$ cat config.mk
export PLATFORM = sky130hd
export DESIGN_NAME = stage_ctrl
export DESIGN_NICKNAME = d
export VERILOG_FILES = /design/src/rtl/stage_ctrl_pkg.sv /design/src/rtl/stage_ctrl.sv /design/src/rtl/step_calc.sv
export VERILOG_INCLUDE_DIRS = /design/src /design/src/rtl
export SDC_FILE = /design/constraint.sdc
export NUM_CORES = 1
export LEC_CHECK = 0
export ABC_CLOCK_PERIOD_IN_PS = 6950
export BUFFER_PORTS_ARGS = -buffer_cell sky130_fd_sc_hd__buf_4
export CORE_MARGIN = 2
export CORE_UTILIZATION = 50
export CTS_CLUSTER_SIZE = 24
export DETAILED_ROUTE_END_ITERATION = 10
export GPL_ROUTABILITY_DRIVEN = 0
export PLACE_DENSITY = 0.71
export SKIP_CTS_REPAIR_TIMING = 1
export SLEW_MARGIN = 5
export SYNTH_ARGS = -nofsm -noshare
export SYNTH_HDL_FRONTEND = slang
export SYNTH_SLANG_ARGS = --single-unit
export TNS_END_PERCENT = 30
$ cat constraint.sdc
create_clock -name clk_sys -period 6.95 [get_ports clk_sys]
set_input_delay 1.39 -clock clk_sys [delete_from_list [all_inputs] [get_ports clk_sys]]
set_output_delay 1.39 -clock clk_sys [all_outputs]
set_load 0.01 [all_outputs]
$ cat src/rtl/stage_ctrl_map.svh
`ifndef STAGE_CTRL_MAP_SVH
`define STAGE_CTRL_MAP_SVH
`define POS_W       16
`define POS_FULL    16'hFFFF
`define DUR_W       10
`define DUR_MAX     10'h03E7
`define CG_W        8
`define CG_UNITY    8'h80
`define CLIP_HALF   8'h80
`define NEAR_TOL    16'h0100
`endif

$ cat src/rtl/stage_ctrl_pkg.sv
package stage_ctrl_pkg;
  typedef enum logic [1:0] {
    ST_IDLE   = 2'b00,
    ST_LEVER  = 2'b01,
    ST_TIMED  = 2'b10,
    ST_FROZEN = 2'b11
  } tr_state_t;
  typedef enum logic [2:0] {
    KM_LUM = 3'b000, KM_CHROMA = 3'b001, KM_LINEAR = 3'b010,
    KM_PRI_PAT = 3'b011, KM_SEC_PAT = 3'b100
  } key_mode_t;
endpackage

$ cat src/rtl/stage_ctrl.sv
`timescale 1ns/100ps
`include "stage_ctrl_map.svh"
module stage_ctrl (
  // Clock, reset and frame tick
  input  wire logic                     clk_sys,
  input  wire logic                     rst,
  input  wire logic                     frame_tick,
  // Transition controls
  input  wire logic [`POS_W-1:0]        lever_pos,
  input  wire logic                     timed_transition_button,
  input  wire logic                     cut_button,
  input  wire logic [`DUR_W-1:0]        duration,
  input  wire logic                     recall_strobe,
  input  wire logic [`POS_W-1:0]        recall_pos,
  // Transition outputs
  output logic      [`POS_W-1:0]        trans_pos,
  output logic                          trans_done,
  output logic                          swap_sources,
  output logic                          lamp_up,
  output logic                          lamp_down,
  output logic                          lever_active,
  output logic                          timed_lamp,
  // Keyer controls
  input  wire logic                     layered_mode,
  input  wire logic [1:0]               delegate_sel,
  input  wire logic [3:0]               keyer_on_air,
  input  wire logic                     mode_press,
  input  wire stage_ctrl_pkg::key_mode_t mode_sel,
  input  wire logic                     auto_sel_source,
  input  wire logic                     knob_we,
  input  wire logic [`CG_W-1:0]         clip_knob,
  input  wire logic [`CG_W-1:0]         gain_knob,
  input  wire logic                     video_fill_press,
  input  wire logic                     matte_fill_press,
  input  wire logic                     split_set,
  // Keyer outputs
  output logic      [1:0]               delegate_q,
  output logic                          key_in_use_lamp,
  output stage_ctrl_pkg::key_mode_t     key_mode_q,
  output logic                          linear_lamp,
  output logic                          lum_lamp,
  output logic                          s_shape_en,
  output logic                          wipe_key_src,
  output logic      [`CG_W-1:0]         clip_q,
  output logic      [`CG_W-1:0]         gain_q,
  output logic                          video_fill_q,
  output logic                          matte_fill,
  output logic                          split_lamp
);
  import stage_ctrl_pkg::*;

  tr_state_t         st_q;
  logic [`POS_W-1:0] step;
  logic [`POS_W-1:0] start_q;
  logic              dir_q;      // 1: moving toward full
  logic              lever_lock_q, mirror_q;
  logic              btn_q, cut_q;
  logic              btn_p, cut_p;
  logic              lev_at_lo, lev_at_hi, at_end;
  logic [`POS_W-1:0] target, remain, lev_eff;
  logic [`POS_W:0]   diff;
  logic              caught;

  step_calc u_step (
    .clk_sys (clk_sys),
    .rst     (rst),
    .dur     (duration),
    .step    (step)
  );

  // Button edge detection
  always_ff @(posedge clk_sys or posedge rst) begin
    if (rst) begin
      btn_q <= 1'b0;
      cut_q <= 1'b0;
    end else begin
      btn_q <= timed_transition_button;
      cut_q <= cut_button;
    end
  end
  assign btn_p = timed_transition_button & ~btn_q;
  assign cut_p = cut_button & ~cut_q;

  assign lev_at_lo = (lever_pos == '0);
  assign lev_at_hi = (lever_pos == `POS_FULL);
  assign at_end    = (trans_pos == '0) || (trans_pos == `POS_FULL);
  assign target    = dir_q ? `POS_FULL : '0;
  assign remain    = dir_q ? (`POS_FULL - trans_pos) : trans_pos;
  assign lev_eff   = mirror_q ? (`POS_FULL - lever_pos) : lever_pos;
  assign diff      = {1'b0, lev_eff} - {1'b0, trans_pos};
  // Lever has caught the transition point
  assign caught = (diff[`POS_W] ? (trans_pos - lev_eff)
                                : diff[`POS_W-1:0]) <= `NEAR_TOL;

  // Transition engine
  always_ff @(posedge clk_sys or posedge rst) begin
    if (rst) begin
      st_q         <= ST_IDLE;
      trans_pos    <= '0;
      start_q      <= '0;
      dir_q        <= 1'b1;
      lever_lock_q <= 1'b0;
      mirror_q     <= 1'b0;
      trans_done   <= 1'b0;
      swap_sources <= 1'b0;
    end else begin
      trans_done   <= 1'b0;
      swap_sources <= 1'b0;
      if (recall_strobe) begin
        trans_pos    <= recall_pos;
        lever_lock_q <= (recall_pos != lev_eff);
        st_q         <= (recall_pos == '0 || recall_pos == `POS_FULL) ?
                        ST_IDLE : ST_LEVER;
        dir_q        <= (recall_pos == `POS_FULL) ? 1'b0 :
                        (recall_pos == '0) ? 1'b1 : dir_q;
      end else if (cut_p && st_q != ST_IDLE) begin
        swap_sources <= 1'b1;
      end else if (cut_p) begin
        trans_done   <= 1'b1;
        trans_pos    <= target;
        dir_q        <= ~dir_q;
        if (!lever_lock_q) mirror_q <= ~mirror_q;
      end else begin
        unique case (st_q)
          ST_IDLE: begin
            if (btn_p) begin
              if (duration == '0) begin
                trans_done <= 1'b1;
                trans_pos  <= target;
                dir_q      <= ~dir_q;
                if (!lever_lock_q) mirror_q <= ~mirror_q;
              end else begin
                st_q    <= ST_TIMED;
                start_q <= trans_pos;
              end
            end else if (lever_lock_q) begin
              if (lev_at_lo || lev_at_hi) begin
                lever_lock_q <= 1'b0;
                mirror_q     <= mirror_q ^ (lev_eff != trans_pos); // No jump
              end
            end else if (lev_eff != trans_pos) begin
              st_q      <= ST_LEVER;
              start_q   <= trans_pos;
              trans_pos <= lev_eff;
            end
          end
          ST_LEVER: begin
            if (btn_p) begin
              st_q <= ST_TIMED;
              if (!lever_lock_q) lever_lock_q <= 1'b1;
            end else if (lever_lock_q) begin
              if (caught) lever_lock_q <= 1'b0;
            end else begin
              trans_pos <= lev_eff;
              if (lev_eff == target) begin
                st_q       <= ST_IDLE;
                trans_done <= 1'b1;
                dir_q      <= ~dir_q;
              end else if (lev_eff == start_q && at_end) begin
                st_q <= ST_IDLE;
              end
            end
          end
          ST_TIMED: begin
            if (btn_p) begin
              st_q <= ST_FROZEN;
            end else if (frame_tick) begin
              if (remain <= step) begin
                trans_pos  <= target;
                st_q       <= ST_IDLE;
                trans_done <= 1'b1;
                dir_q      <= ~dir_q;
                lever_lock_q <= ~(lev_eff == target);
              end else begin
                trans_pos <= dir_q ? trans_pos + step
                                   : trans_pos - step;
                lever_lock_q <= 1'b1;
              end
            end
          end
          ST_FROZEN: begin
            if (btn_p) begin
              st_q <= ST_TIMED;
            end else if (lev_eff == target) begin
              trans_pos  <= target;
              st_q       <= ST_IDLE;
              trans_done <= 1'b1;
              dir_q      <= ~dir_q;
              lever_lock_q <= 1'b0;
            end else if (caught) begin
              lever_lock_q <= 1'b0;
              st_q         <= ST_LEVER;
            end
          end
        endcase
      end
    end
  end

  // Lamps
  assign lever_active = ~lever_lock_q;
  assign timed_lamp   = (st_q == ST_TIMED);
  always_comb begin
    if (lever_lock_q && st_q == ST_IDLE) begin
      lamp_up   = 1'b1;
      lamp_down = 1'b1;
    end else begin
      lamp_up   = dir_q;
      lamp_down = ~dir_q;
    end
  end

  // Keyer delegation
  always_ff @(posedge clk_sys or posedge rst) begin
    if (rst) begin
      delegate_q <= 2'd0;
    end else if (!layered_mode && delegate_q[1]) begin
      delegate_q <= 2'd0;
    end else if (layered_mode || !delegate_sel[1]) begin
      delegate_q <= delegate_sel;
    end
  end
  assign key_in_use_lamp = keyer_on_air[delegate_q];

  // Clip and gain memory: path x mode (lum, chroma, linear)
  logic [`CG_W-1:0] clip_mem [6];
  logic [`CG_W-1:0] gain_mem [6];
  logic [2:0]       slot;
  logic             pattern;
  logic             force_unity;
  assign pattern = (key_mode_q == KM_PRI_PAT) || (key_mode_q == KM_SEC_PAT);
  assign slot = {2'b00, auto_sel_source} * 3'd3 +
                ((key_mode_q == KM_CHROMA) ? 3'd1 :
                 (key_mode_q == KM_LINEAR) ? 3'd2 : 3'd0);
  assign force_unity = mode_press && mode_sel == KM_LINEAR;

  genvar gi;
  generate
    for (gi = 0; gi < 6; gi++) begin : g_cg
      always_ff @(posedge clk_sys or posedge rst) begin
        if (rst) begin
          clip_mem[gi] <= `CG_UNITY;
          gain_mem[gi] <= `CG_UNITY;
        end else if (force_unity && gi == 2 + 3 * auto_sel_source) begin
          clip_mem[gi] <= `CLIP_HALF;
          gain_mem[gi] <= `CG_UNITY;
        end else if (knob_we && !pattern && !force_unity &&
                     !mode_press && gi == slot) begin
          clip_mem[gi] <= clip_knob;
          gain_mem[gi] <= gain_knob;
        end
      end
    end
  endgenerate

  // Key mode, fill and split state
  always_ff @(posedge clk_sys or posedge rst) begin
    if (rst) begin
      key_mode_q   <= KM_LUM;
      video_fill_q <= 1'b1;
      split_lamp   <= 1'b0;
      clip_q       <= `CG_UNITY;
      gain_q       <= `CG_UNITY;
    end else begin
      if (mode_press && !(mode_sel == KM_CHROMA && delegate_q[1]))
        key_mode_q <= mode_sel;
      if (mode_press && (mode_sel == KM_PRI_PAT || mode_sel == KM_SEC_PAT))
        split_lamp <= 1'b0;
      else if (split_set && !pattern)
        split_lamp <= 1'b1;
      if (layered_mode && delegate_sel[1])
        video_fill_q <= 1'b1;
      else if (video_fill_press)
        video_fill_q <= 1'b1;
      else if (matte_fill_press && !delegate_q[1])
        video_fill_q <= 1'b0;
      clip_q <= clip_mem[slot];
      gain_q <= gain_mem[slot];
    end
  end

  assign matte_fill   = ~video_fill_q;
  assign wipe_key_src = pattern;
  assign s_shape_en   = (key_mode_q == KM_LUM);
  assign linear_lamp  = (key_mode_q == KM_LINEAR);
  assign lum_lamp     = (key_mode_q == KM_LUM) ||
                        (linear_lamp && (clip_q != `CLIP_HALF ||
                                         gain_q != `CG_UNITY));
endmodule

$ cat src/rtl/step_calc.sv
`timescale 1ns/100ps
`include "stage_ctrl_map.svh"
// Per-frame step = full scale / duration (sequential divider)
module step_calc (
  input  wire logic               clk_sys,
  input  wire logic               rst,
  input  wire logic [`DUR_W-1:0]  dur,
  output logic      [`POS_W-1:0]  step
);
  logic [`DUR_W-1:0] dur_q;
  logic [4:0]        cnt_q;
  logic [`POS_W-1:0] quo_q;
  logic [`DUR_W:0]   rem_q;
  logic [`DUR_W:0]   trial;
  assign trial = {rem_q[`DUR_W-1:0], 1'b1} ;
  // Restoring division of 0xFFFF by dur, restarted on change
  always_ff @(posedge clk_sys or posedge rst) begin
    if (rst) begin
      dur_q <= '0;
      cnt_q <= '0;
      quo_q <= '0;
      rem_q <= '0;
      step  <= `POS_FULL;
    end else if (dur != dur_q || cnt_q == 5'd0) begin
      dur_q <= dur;
      cnt_q <= 5'd16;
      quo_q <= '0;
      rem_q <= '0;
    end else if (cnt_q == 5'd1) begin
      cnt_q <= 5'd0;
      step  <= (dur_q == '0) ? `POS_FULL :
               (trial >= {1'b0, dur_q} ? {quo_q[`POS_W-2:0], 1'b1}
                                        : {quo_q[`POS_W-2:0], 1'b0});
    end else begin
      cnt_q <= cnt_q - 5'd1;
      if (trial >= {1'b0, dur_q}) begin
        rem_q <= trial - {1'b0, dur_q};
        quo_q <= {quo_q[`POS_W-2:0], 1'b1};
      end else begin
        rem_q <= trial;
        quo_q <= {quo_q[`POS_W-2:0], 1'b0};
      end
    end
  end
endmodule

## After elaboration in Yosys (flattened, before gate mapping)

Index checks and enable logic that the tools add are counted.

| storage, ports and cells | value |
|---|---|
| flip-flop bits (word level) | 216 |
| latch bits | 0 |
| bits in writable memories | 0 |
| ROM bits | 0 |
| bits of input ports | 80 |
| output and inout port bits | 51 |
| word-level logic and storage cells | 351 |
| memories | 0 |

| cells by class | value |
|---|---|
| add/subtract/negate cells | 10 |
| multiply operators | 2 |
| divide/modulo/power cells | 0 |
| magnitude comparators | 5 |
| equality and inequality tests | 64 |
| shift-type cells | 0 |
| muxes and demuxes | 148 |
| bitwise gates (word level) | 15 |
| reduce and logical (&&, ||, !) cells | 74 |

Operator list:

| kind | number |
|---|---|
| $mux W16 | 24 |
| $mux W8 | 28 |
| $eq A2 B32 Y1 const A | 2 |
| $pmux W16 S4 | 1 |
| $mux W1 | 60 |
| $bmux W8 S3 | 2 |
| $eq A16 B16 Y1 const B | 3 |
| $logic_not A16 Y1 | 3 |
| $ne A4 B4 Y1 const B | 11 |
| $mux W2 | 21 |
| $eq A1 B32 Y1 const A | 1 |
| $eq A16 B16 Y1 | 2 |
| $eq A3 B32 Y1 const A | 1 |
| $logic_not A32 Y1 | 1 |
| $ne A16 B16 Y1 | 2 |
| $sub A16 B16 Y16 | 2 |
| $sub A16 B16 Y16 const A | 2 |
| $mux W10 | 3 |
| $mux W15 | 2 |
| $reduce_and A10 Y1 | 3 |
| $logic_and A1 B1 Y1 | 27 |
| $ne A5 B5 Y1 const B | 5 |
| $reduce_bool A2 Y1 | 11 |
| $logic_not A10 Y1 | 2 |
| other kinds (48) | 99 |

## Depth between registers and ports, before layout

Gate-level depths: netlist of run 1.

| logic depth | value |
|---|---|
| depth in word-level cells | 12 |
| mapped depth | 17 |
| mapped depth without buffers | 15 |

## Modules after synthesis

Synthesis of run 1 repeated with hierarchy kept, for this count alone.

| unflattened totals | value |
|---|---|
| cells, all modules | 1464 |
| area total of the unflattened synthesis | 14123.5 sq um |

Modules (own cells, without submodules):

| module | times used | cells each | area an instance (sq um) | sequential area each (sq um) |
|---|---|---|---|---|
| stage_ctrl | 1 | 1203 | 11373.4 | 4023.9 |
| step_calc | 1 | 261 | 2750.1 | 1421.4 |

## Worst setup path before layout of run 1

OpenSTA, ideal clock, no wires.

| timing path | value |
|---|---|
| kind | input to register |
| from | in lever_pos[9] |
| to | reg st_q[1] |
| setup time | 144 ps |
| arrival | 4323 ps |
| data required time | 6806 ps |
| path slack | 2483 ps |
| cell stages on the path | 15 |
| path buffers | 2 |
| path through | xnor2_1 > inv_1 > ha_1 > buf_2 > nand2_1 > a21o_1 > a211o_1 > a31oi_2 > nand2b_4 > buf_6 > mux2i_1 > xor2_1 > o2111ai_1 > a2111oi_2 > a311oi_1 |

| between the ends | value |
|---|---|
| cells in the longest elaborated chain, start to end | 10 |
| elaborated cells between the ends (all ways) | 23 |
| classes of those cells | add/sub: 3; order compare: 1; eq/ne: 6; mux: 11; reduce/logical: 2 |

RTL lines:

| what | RTL line | source |
|---|---|---|
| from (decl) | stage_ctrl.sv:9 | `` input wire logic [`POS_W-1:0] lever_pos, `` |
| $sub A16 B16 Y16 (no source line) | - |  |
| $mux W16 * | stage_ctrl.sv:89 | `` assign lev_eff = mirror_q ? (`POS_FULL - lever_pos) : lever_pos; `` |
| parallel branches: the longest is 8 deep, another holds $sub A16 B16 Y17 | - |  |
| to (signal assigned) | stage_ctrl.sv:112 | `` st_q <= (recall_pos == '0 \|\| recall_pos == `POS_FULL) ? `` |
| to (decl) | stage_ctrl.sv:52 | `tr_state_t st_q;` |

Every way passes the cells marked *. The select of a mux whose other input is x is not followed.
A chain may end at the register's enable or synchronous reset.

## Worst setup path after layout of run 1

| timing path | value |
|---|---|
| from | in lever_pos[9] |
| to | reg lever_lock_q |

| between the ends | value |
|---|---|
| cells in the longest elaborated chain, start to end | 12 |
| elaborated cells between the ends (all ways) | 29 |
| classes of those cells | add/sub: 3; order compare: 1; eq/ne: 4; mux: 17; bitwise: 1; reduce/logical: 3 |

RTL lines:

| what | RTL line | source |
|---|---|---|
| $sub A16 B16 Y16 (no source line) | - |  |
| $mux W16 | stage_ctrl.sv:89 |  |
| $sub A16 B16 Y17 / $sub A16 B16 Y16 (equally long branches) | stage_ctrl.sv:90, stage_ctrl.sv:92 |  |
| $mux W16 | stage_ctrl.sv:92 | `` assign caught = (diff[`POS_W] ? (trans_pos - lev_eff) `` |
| $le A16 B9 Y1 (no source line) | - |  |
| $mux W1 | stage_ctrl.sv:152 | `if (caught) lever_lock_q <= 1'b0;` |
| $mux W1 | stage_ctrl.sv:151 | `end else if (lever_lock_q) begin` |
| $mux W1 | stage_ctrl.sv:148 | `if (btn_p) begin` |
| $pmux W1 S4 | stage_ctrl.sv:124 | `unique case (st_q)` |
| $mux W1 | stage_ctrl.sv:118 | `end else if (cut_p) begin` |
| $mux W1 | stage_ctrl.sv:116 | `end else if (cut_p && st_q != ST_IDLE) begin` |
| $mux W1 | stage_ctrl.sv:109 | `if (recall_strobe) begin` |
| to (signal assigned) | stage_ctrl.sv:111 | `lever_lock_q <= (recall_pos != lev_eff);` |
| to (signal assigned) | stage_ctrl.sv:173 | `lever_lock_q <= ~(lev_eff == target);` |
| to (decl) | stage_ctrl.sv:56 | `logic lever_lock_q, mirror_q;` |

Parallel ways exist; a longest one is shown, timed or not. The select of a mux whose other input is x is not followed.

==> out/qor.yml, run 1 <==
critPathRequiredTime_ps: 7330
seq_area_frac_synth: 0.386
fillers: 2444
final-max-slew-violation-count: 0
core_region_area_mm2: 0.0278
crit_fanout: 11
dieWidth_um: 172
cp-start-kind: "primary input"
crit_type: "primary input to register"
firstDrtPassIters: 10
syn-num-nets: 1626
dp_slack_ps: 1870
grt_use_total: 0.268
worstMarginPinSlew_ps: 1080
async_reset_ff_frac: 1.00
min_path_type: "register to register"
yosys-top-cells-count: "dfrtp_1 (184), nand2_1 (134), a21oi_1 (96)"
dpl-instance-area_mm2: 0.0154
htreeDepth: 1
layout_min_cycle_time_ps: 4650
final_nets: 1721
path_buf_inv: 2
endpoint_kind: "register"
insertion_delay_ps: 520
synth-edff-count: 0
drive_gt1_frac: 0.209
fin_skew_ps: 19.6
failed_checks: "DRC"
setup_ws_ps: 2300
p_per_area_mw_per_mm2: 425
die_height_um: 172
syn_to_final_growth_pct: 15.2
synth-main-ff-cell: "dfrtp_1"
yosys.area.top_type: "dfrtp_1"
first_iter_violations: 1093
fin_area_mm2: 0.0163
grt_pass1_wl_mm: 62.9
fmax_ghz: 0.215
core.rowCount: 61
yosysTopAreaCellShare: 0.326
ys_ff_latch: 216
crit_slowest_cell: "xnor2_1"
drc_errors: 2
clockBufferDepth: 3
avgSynthCellArea_um2: 9.57
critical-path-top-delay-family: "compound AO/OA/AOI/OAI gates"
io_pins: 131
synth_area_leaders: "dfrtp_1 (33%), ha_1 (6.2%), dfstp_2 (6.0%), mux2_2 (5.3%), xnor2_1 (4.2%)"
ys_warn_count: 0
wire_per_inst_um: 19.9
ant_nets: 0
leakagePower_nw: 7.13
cts_num_sinks: 216
dr_total_vias: 11900
port_buffers: 130
antenna_found_initial: 2
path_cells: "buf_4, xnor2_1, inv_1, ha_1, nand2_1, a21o_1, a211o_1, a31oi_2, nand2b_4, mux2i_1, xor2_1, o2111ai_1, a2111oi_2, a31oi_1"
place_hpwl_mm: 28.5
synthCells: 1474
tritoncts: "yes"
rr_worst_depth: 14
vdd_drop_max_v: 0.000236
rsz0062_at_grt: "false"
power_w: 0.00690
grt_max_degree: 62
synth_cell_types: 80
drt-total-wl_mm: 39.1
hold_viol: 0
outcome: "finished, violations left"
synth_most_common_cell: "dfrtp_1"
fp.dieArea_mm2: 0.0296
final_util: 0.585
syn_area_mm2: 0.0141
start_util: 0.508
cts-root-buf: "clkbuf_16"
max_cap_viol_count: 0
holdPathStages: 2
fin_tns_setup_ps: 0
setup_viol: 0
clkSlewWorstSetupHoldPaths_ps: 60
path_depth: 14
slew_headroom: 0.276
cts_buffers: 24
grt_overflow_total: 0
cp_data_arrival_time_ps: 5040
vias_per_cell: 6.07
grt_pass1_vias: 12000
fin_crit_sh: 0.670
max_stage_delay_ps: 510
[cells in the final DEF, fill, tap and decap left out, drive strengths merged, types with 26 or more instances in the layout]
cell    Yosys  final
nand4      26     26
clkbuf     70     33
buf        12    151
dfrtp     184    184
ha         70     70
nor2       77     77
nor4       31     31
xor2       52     52
nor3       34     34
inv        88     87
mux2       66     66
dfstp      32     32
o21ai      76     76
a22o       32     32
a21oi      96     96
mux2i      27     27
xnor2      69     69
nand2     134    134
[kinds of logic after synthesis]
group / synth area share
simple gates: 0.136
compound gates: 0.189
flops: 0.386
buf+inv: 0.0474
xor+xnor: 0.0770
mux: 0.0990
fa+ha+maj: 0.0649
[area by class of cell]
cell class	instances	area (µm²)	share of cell area
clock buffers	33	696	0.0428
inverters	89	338	0.0208
multi-input cells	1087	8020	0.494
flip-flops and latches	216	5450	0.335
well taps	378	473	0.0291
clock inverters	11	141	0.00870
repair buffers	151	1130	0.0698
diodes	1	2.50	0.000154
[registers in the layout, summed over array words and instances (netlist names), 2 cells and up]
register and flops:
start_q 16, gain_q 8, u_step.dur_q 10, u_step.step 16, u_step.cnt_q 5, gain_mem 48, key_mode_q 3, trans_pos 16
st_q 2, clip_mem 48, u_step.quo_q 15, clip_q 8, delegate_q 2, u_step.rem_q 10
[where the power goes]
part	switching (W)	leakage, nW	internal (W)
clock network	0.000524	0.406	0.000813
registers	0.000393	2.67	0.00163
logic	0.00200	4.06	0.00154
total	0.00292	7.13	0.00398
[per-stage QoR]
stage,std cells,hold slack (ps)
after floorplan,1474,438
after global placement,1921,447
after detailed placement,1921,452
after CTS,1965,461
after global routing,1965,473
final,1966,460
[per-layer routing]
layer	up-vias	GRT usage	share of wire
met2	496	0.440	0.46
met3	97	0.0490	0.076
met1	5784	0.358	0.43
met4	2	0.0950	0.033
met5	-	0	0.00041
li1	5559	-	-
[worst min-delay path, cell delays in order (launching register included)]
cell,delay (ps)
dfstp_2,360
inv_1,40
a21oi_1,50
[path summary, 6_finish.rpt]
kind	to	start	slack, ps
worst max-delay path	lever_lock_q$_DFFE_PP0P_	lever_pos[9]	2300
worst min-delay path	clip_mem[31]$_DFFE_PP1P_	clip_mem[31]$_DFFE_PP1P_	460
worst max register to register	lever_lock_q$_DFFE_PP0P_	mirror_q$_DFFE_PP0P_	2560
worst min register to register	clip_mem[31]$_DFFE_PP1P_	clip_mem[31]$_DFFE_PP1P_	460
max in group asynchronous	gain_q[5]$_DFF_PP0_	rst	5170
min in group asynchronous	clip_mem[43]$_DFFE_PP0P_	rst	810
(Power assumes the default switching activity.)
==> run 2, diff against run 1 <==
ABC_CLOCK_PERIOD_IN_PS = 4100   (was 6950)
clock period = 4.1 ns   (was 6.95 ns; I/O delays follow)
==> run 2 against run 1 <==
- the flow now finishes without violations
- core utilization grew 1.7 points
- largest power group unchanged
- worst setup slack lost 2100 ps
- critical path depth shrank 2
- wire length grew 5.2%
- total power grew 78%
- register-to-register slack lost 2300 ps
==> out/qor.yml, run 2 (synthesized netlist as in run 1, its figures left out) <==
core.rowCount: 61  # unchanged
first_iter_violations: 1190  # +8.9%
place_hpwl_mm: 30.1  # +5.7%
p_comb_frac: 0.542  # +0.029
max_cap_viol_count: 0  # unchanged
place_inst: 1976  # +2.9%
fin_skew_ps: 21.2  # +1.69 ps
max_stage_delay_ps: 550  # +40 ps
netSwitchingFraction: 0.417  # -0.00655
cts-root-buf: "clkbuf_16"
syn_to_final_growth_pct: 18.5
port_buffers: 130  # unchanged
clkSlewWorstSetupHoldPaths_ps: 70  # about the same
cp-start-kind: "register"
crit_type: "register to register"
dieWidth_um: 172  # unchanged
grt_pass1_wl_mm: 65.3  # +3.9%
final_cell_mix: "buf_4 (205), dfrtp_1 (183), nand2_1 (134)"
endpoint_kind: "register"
r2r_start: "mirror_q$_DFFE_PP0P_"
tritoncts: "yes"
grt_overflow_total: 0  # unchanged
hold_viol: 0  # unchanged
outcome: "complete, no violations"
crit_slowest_cell: "dfrtp_2"
p_seq_frac: 0.267  # -0.026
setup_viol: 0  # unchanged
fin_tns_setup_ps: 0  # unchanged
grt_use_total: 0.281  # +0.0131
grt_pass1_vias: 12200  # +1.6%
ant_nets: 0  # unchanged
final_common_cell: "buf_4"
grt_max_degree: 140  # +130%
pwr-share-clk: 0.191  # -0.003
critical_path.startpoint: "mirror_q$_DFFE_PP0P_"
insertion_delay_ps: 530  # about the same
io_pins: 131  # unchanged
layout_min_cycle_time_ps: 3870
start_util: 0.508  # unchanged
fin_cells: 2022  # +2.8%
critPathRequiredTime_ps: 4500  # -2830 ps
drive_gt1_frac: 0.239  # +0.0294
cts_num_sinks: 216  # unchanged
worstMarginPinSlew_ps: 1080  # -5.95 ps
final-max-slew-violation-count: 0  # unchanged
dr_total_vias: 12300  # +3.3%
drc_errors: 0  # -2
firstDrtPassIters: 6  # -4
vdd_drop_max_v: 0.000439  # +86%
drt-total-wl_mm: 41.1  # +5.2%
htreeDepth: 1  # unchanged
power.switching_w: 0.00512  # +75%
min_path_type: "primary input to async pin"
final_nets: 1777  # +3.3%
cp_data_arrival_time_ps: 4270  # -770 ps
die_height_um: 172  # unchanged
crit_fanout: 12  # +1
power_w: 0.0123  # +78%
leakagePower_nw: 7.42  # +4.1%
vias_per_cell: 6.10  # +0.45%
wire_per_inst_um: 20.3  # +2.3%
cts_buffers: 25  # +4.2%
core_region_area_mm2: 0.0278  # unchanged
path_cells: "xnor2_1, inv_1, ha_1, o21ai_0, a22oi_2, a221oi_2, a31oi_2, nand2b_4, a2111oi_1, o2111ai_1, a2111oi_2, a311oi_1"
clockBufferDepth: 3  # unchanged
fin_crit_sh: 0.943
p_per_area_mw_per_mm2: 735  # +73%
fmax_ghz: 0.259
top_regs: "clip_mem (48), gain_mem (48)"
slew_headroom: 0.279  # +0.00295
rsz0062_at_grt: "false"
p_int_w: 0.00716  # +80%
fp.dieArea_mm2: 0.0296  # unchanged
antenna_found_initial: 1  # -1
-- run 2: power groups by stage --
stage	Sequential [W]	Combinational [W]	Clock, W
after floorplan	0.00319	0.00448	0
after global placement	0.00328	0.00636	0
after detailed placement	0.00330	0.00647	0
after CTS	0.00328	0.00652	0.00239
after global routing	0.00335	0.00724	0.00248
final	0.00328	0.00665	0.00234
-- run 2: final timing paths --
check                                              endpoint  depth (start not counted)  slack (ps)
worst max-delay path                    st_q[1]$_DFFE_PP0P_                         12         230
worst min-delay path               clip_mem[19]$_DFFE_PP0P_                          2         260
worst max register to register          st_q[1]$_DFFE_PP0P_                         12         230
worst min register to register     gain_mem[31]$_DFFE_PP1P_                          2         460
max in group asynchronous       u_step.quo_q[2]$_DFFE_PP0P_                          3        2720
min in group clk_sys                        btn_q$_DFF_PP0_                          1         410
-- run 2: area by class of cell --
type,count,area [µm²]
multi-input combinational,1087,8030
tap,378,473
clock buffer,34,719
timing repair buffer,206,1560
clock inverter,11,149
sequential,216,5450
antenna,1,2.50
inverter,89,338
fill,2396,11100
-- run 2: routing by layer --
layer / routed length, µm / share of wire / global-route usage / vias to the layer above
li1: - / - / - / 5669
met1: 17100 / 0.42 / 0.369 / 6014
met2: 19300 / 0.47 / 0.467 / 532
met3: 3160 / 0.077 / 0.0504 / 118
met4: 1590 / 0.039 / 0.105 / 0
met5: 0 / 0 / 0 / -
-- run 2: through the flow --
step	hold WS [ps]	setup WS, ps	util	area, µm²
floorplan	438	203	-	14100
detailed placement	449	16.0	0.570	15800
CTS	245	166	0.601	16700
finish	256	233	0.602	16700
global route	256	23.3	0.602	16700
global placement	446	157	0.570	15800
-- run 2: worst max-delay path: cells and delay by family (launching register included) --
family	cells	cell delay, ps
AOI/OAI and AO/OA	8	2240
xor gates and xnor gates	1	270
adders and majority gates	1	330
buffers and inverters	1	70
DFF	1	550
and+or+nand+nor	1	250
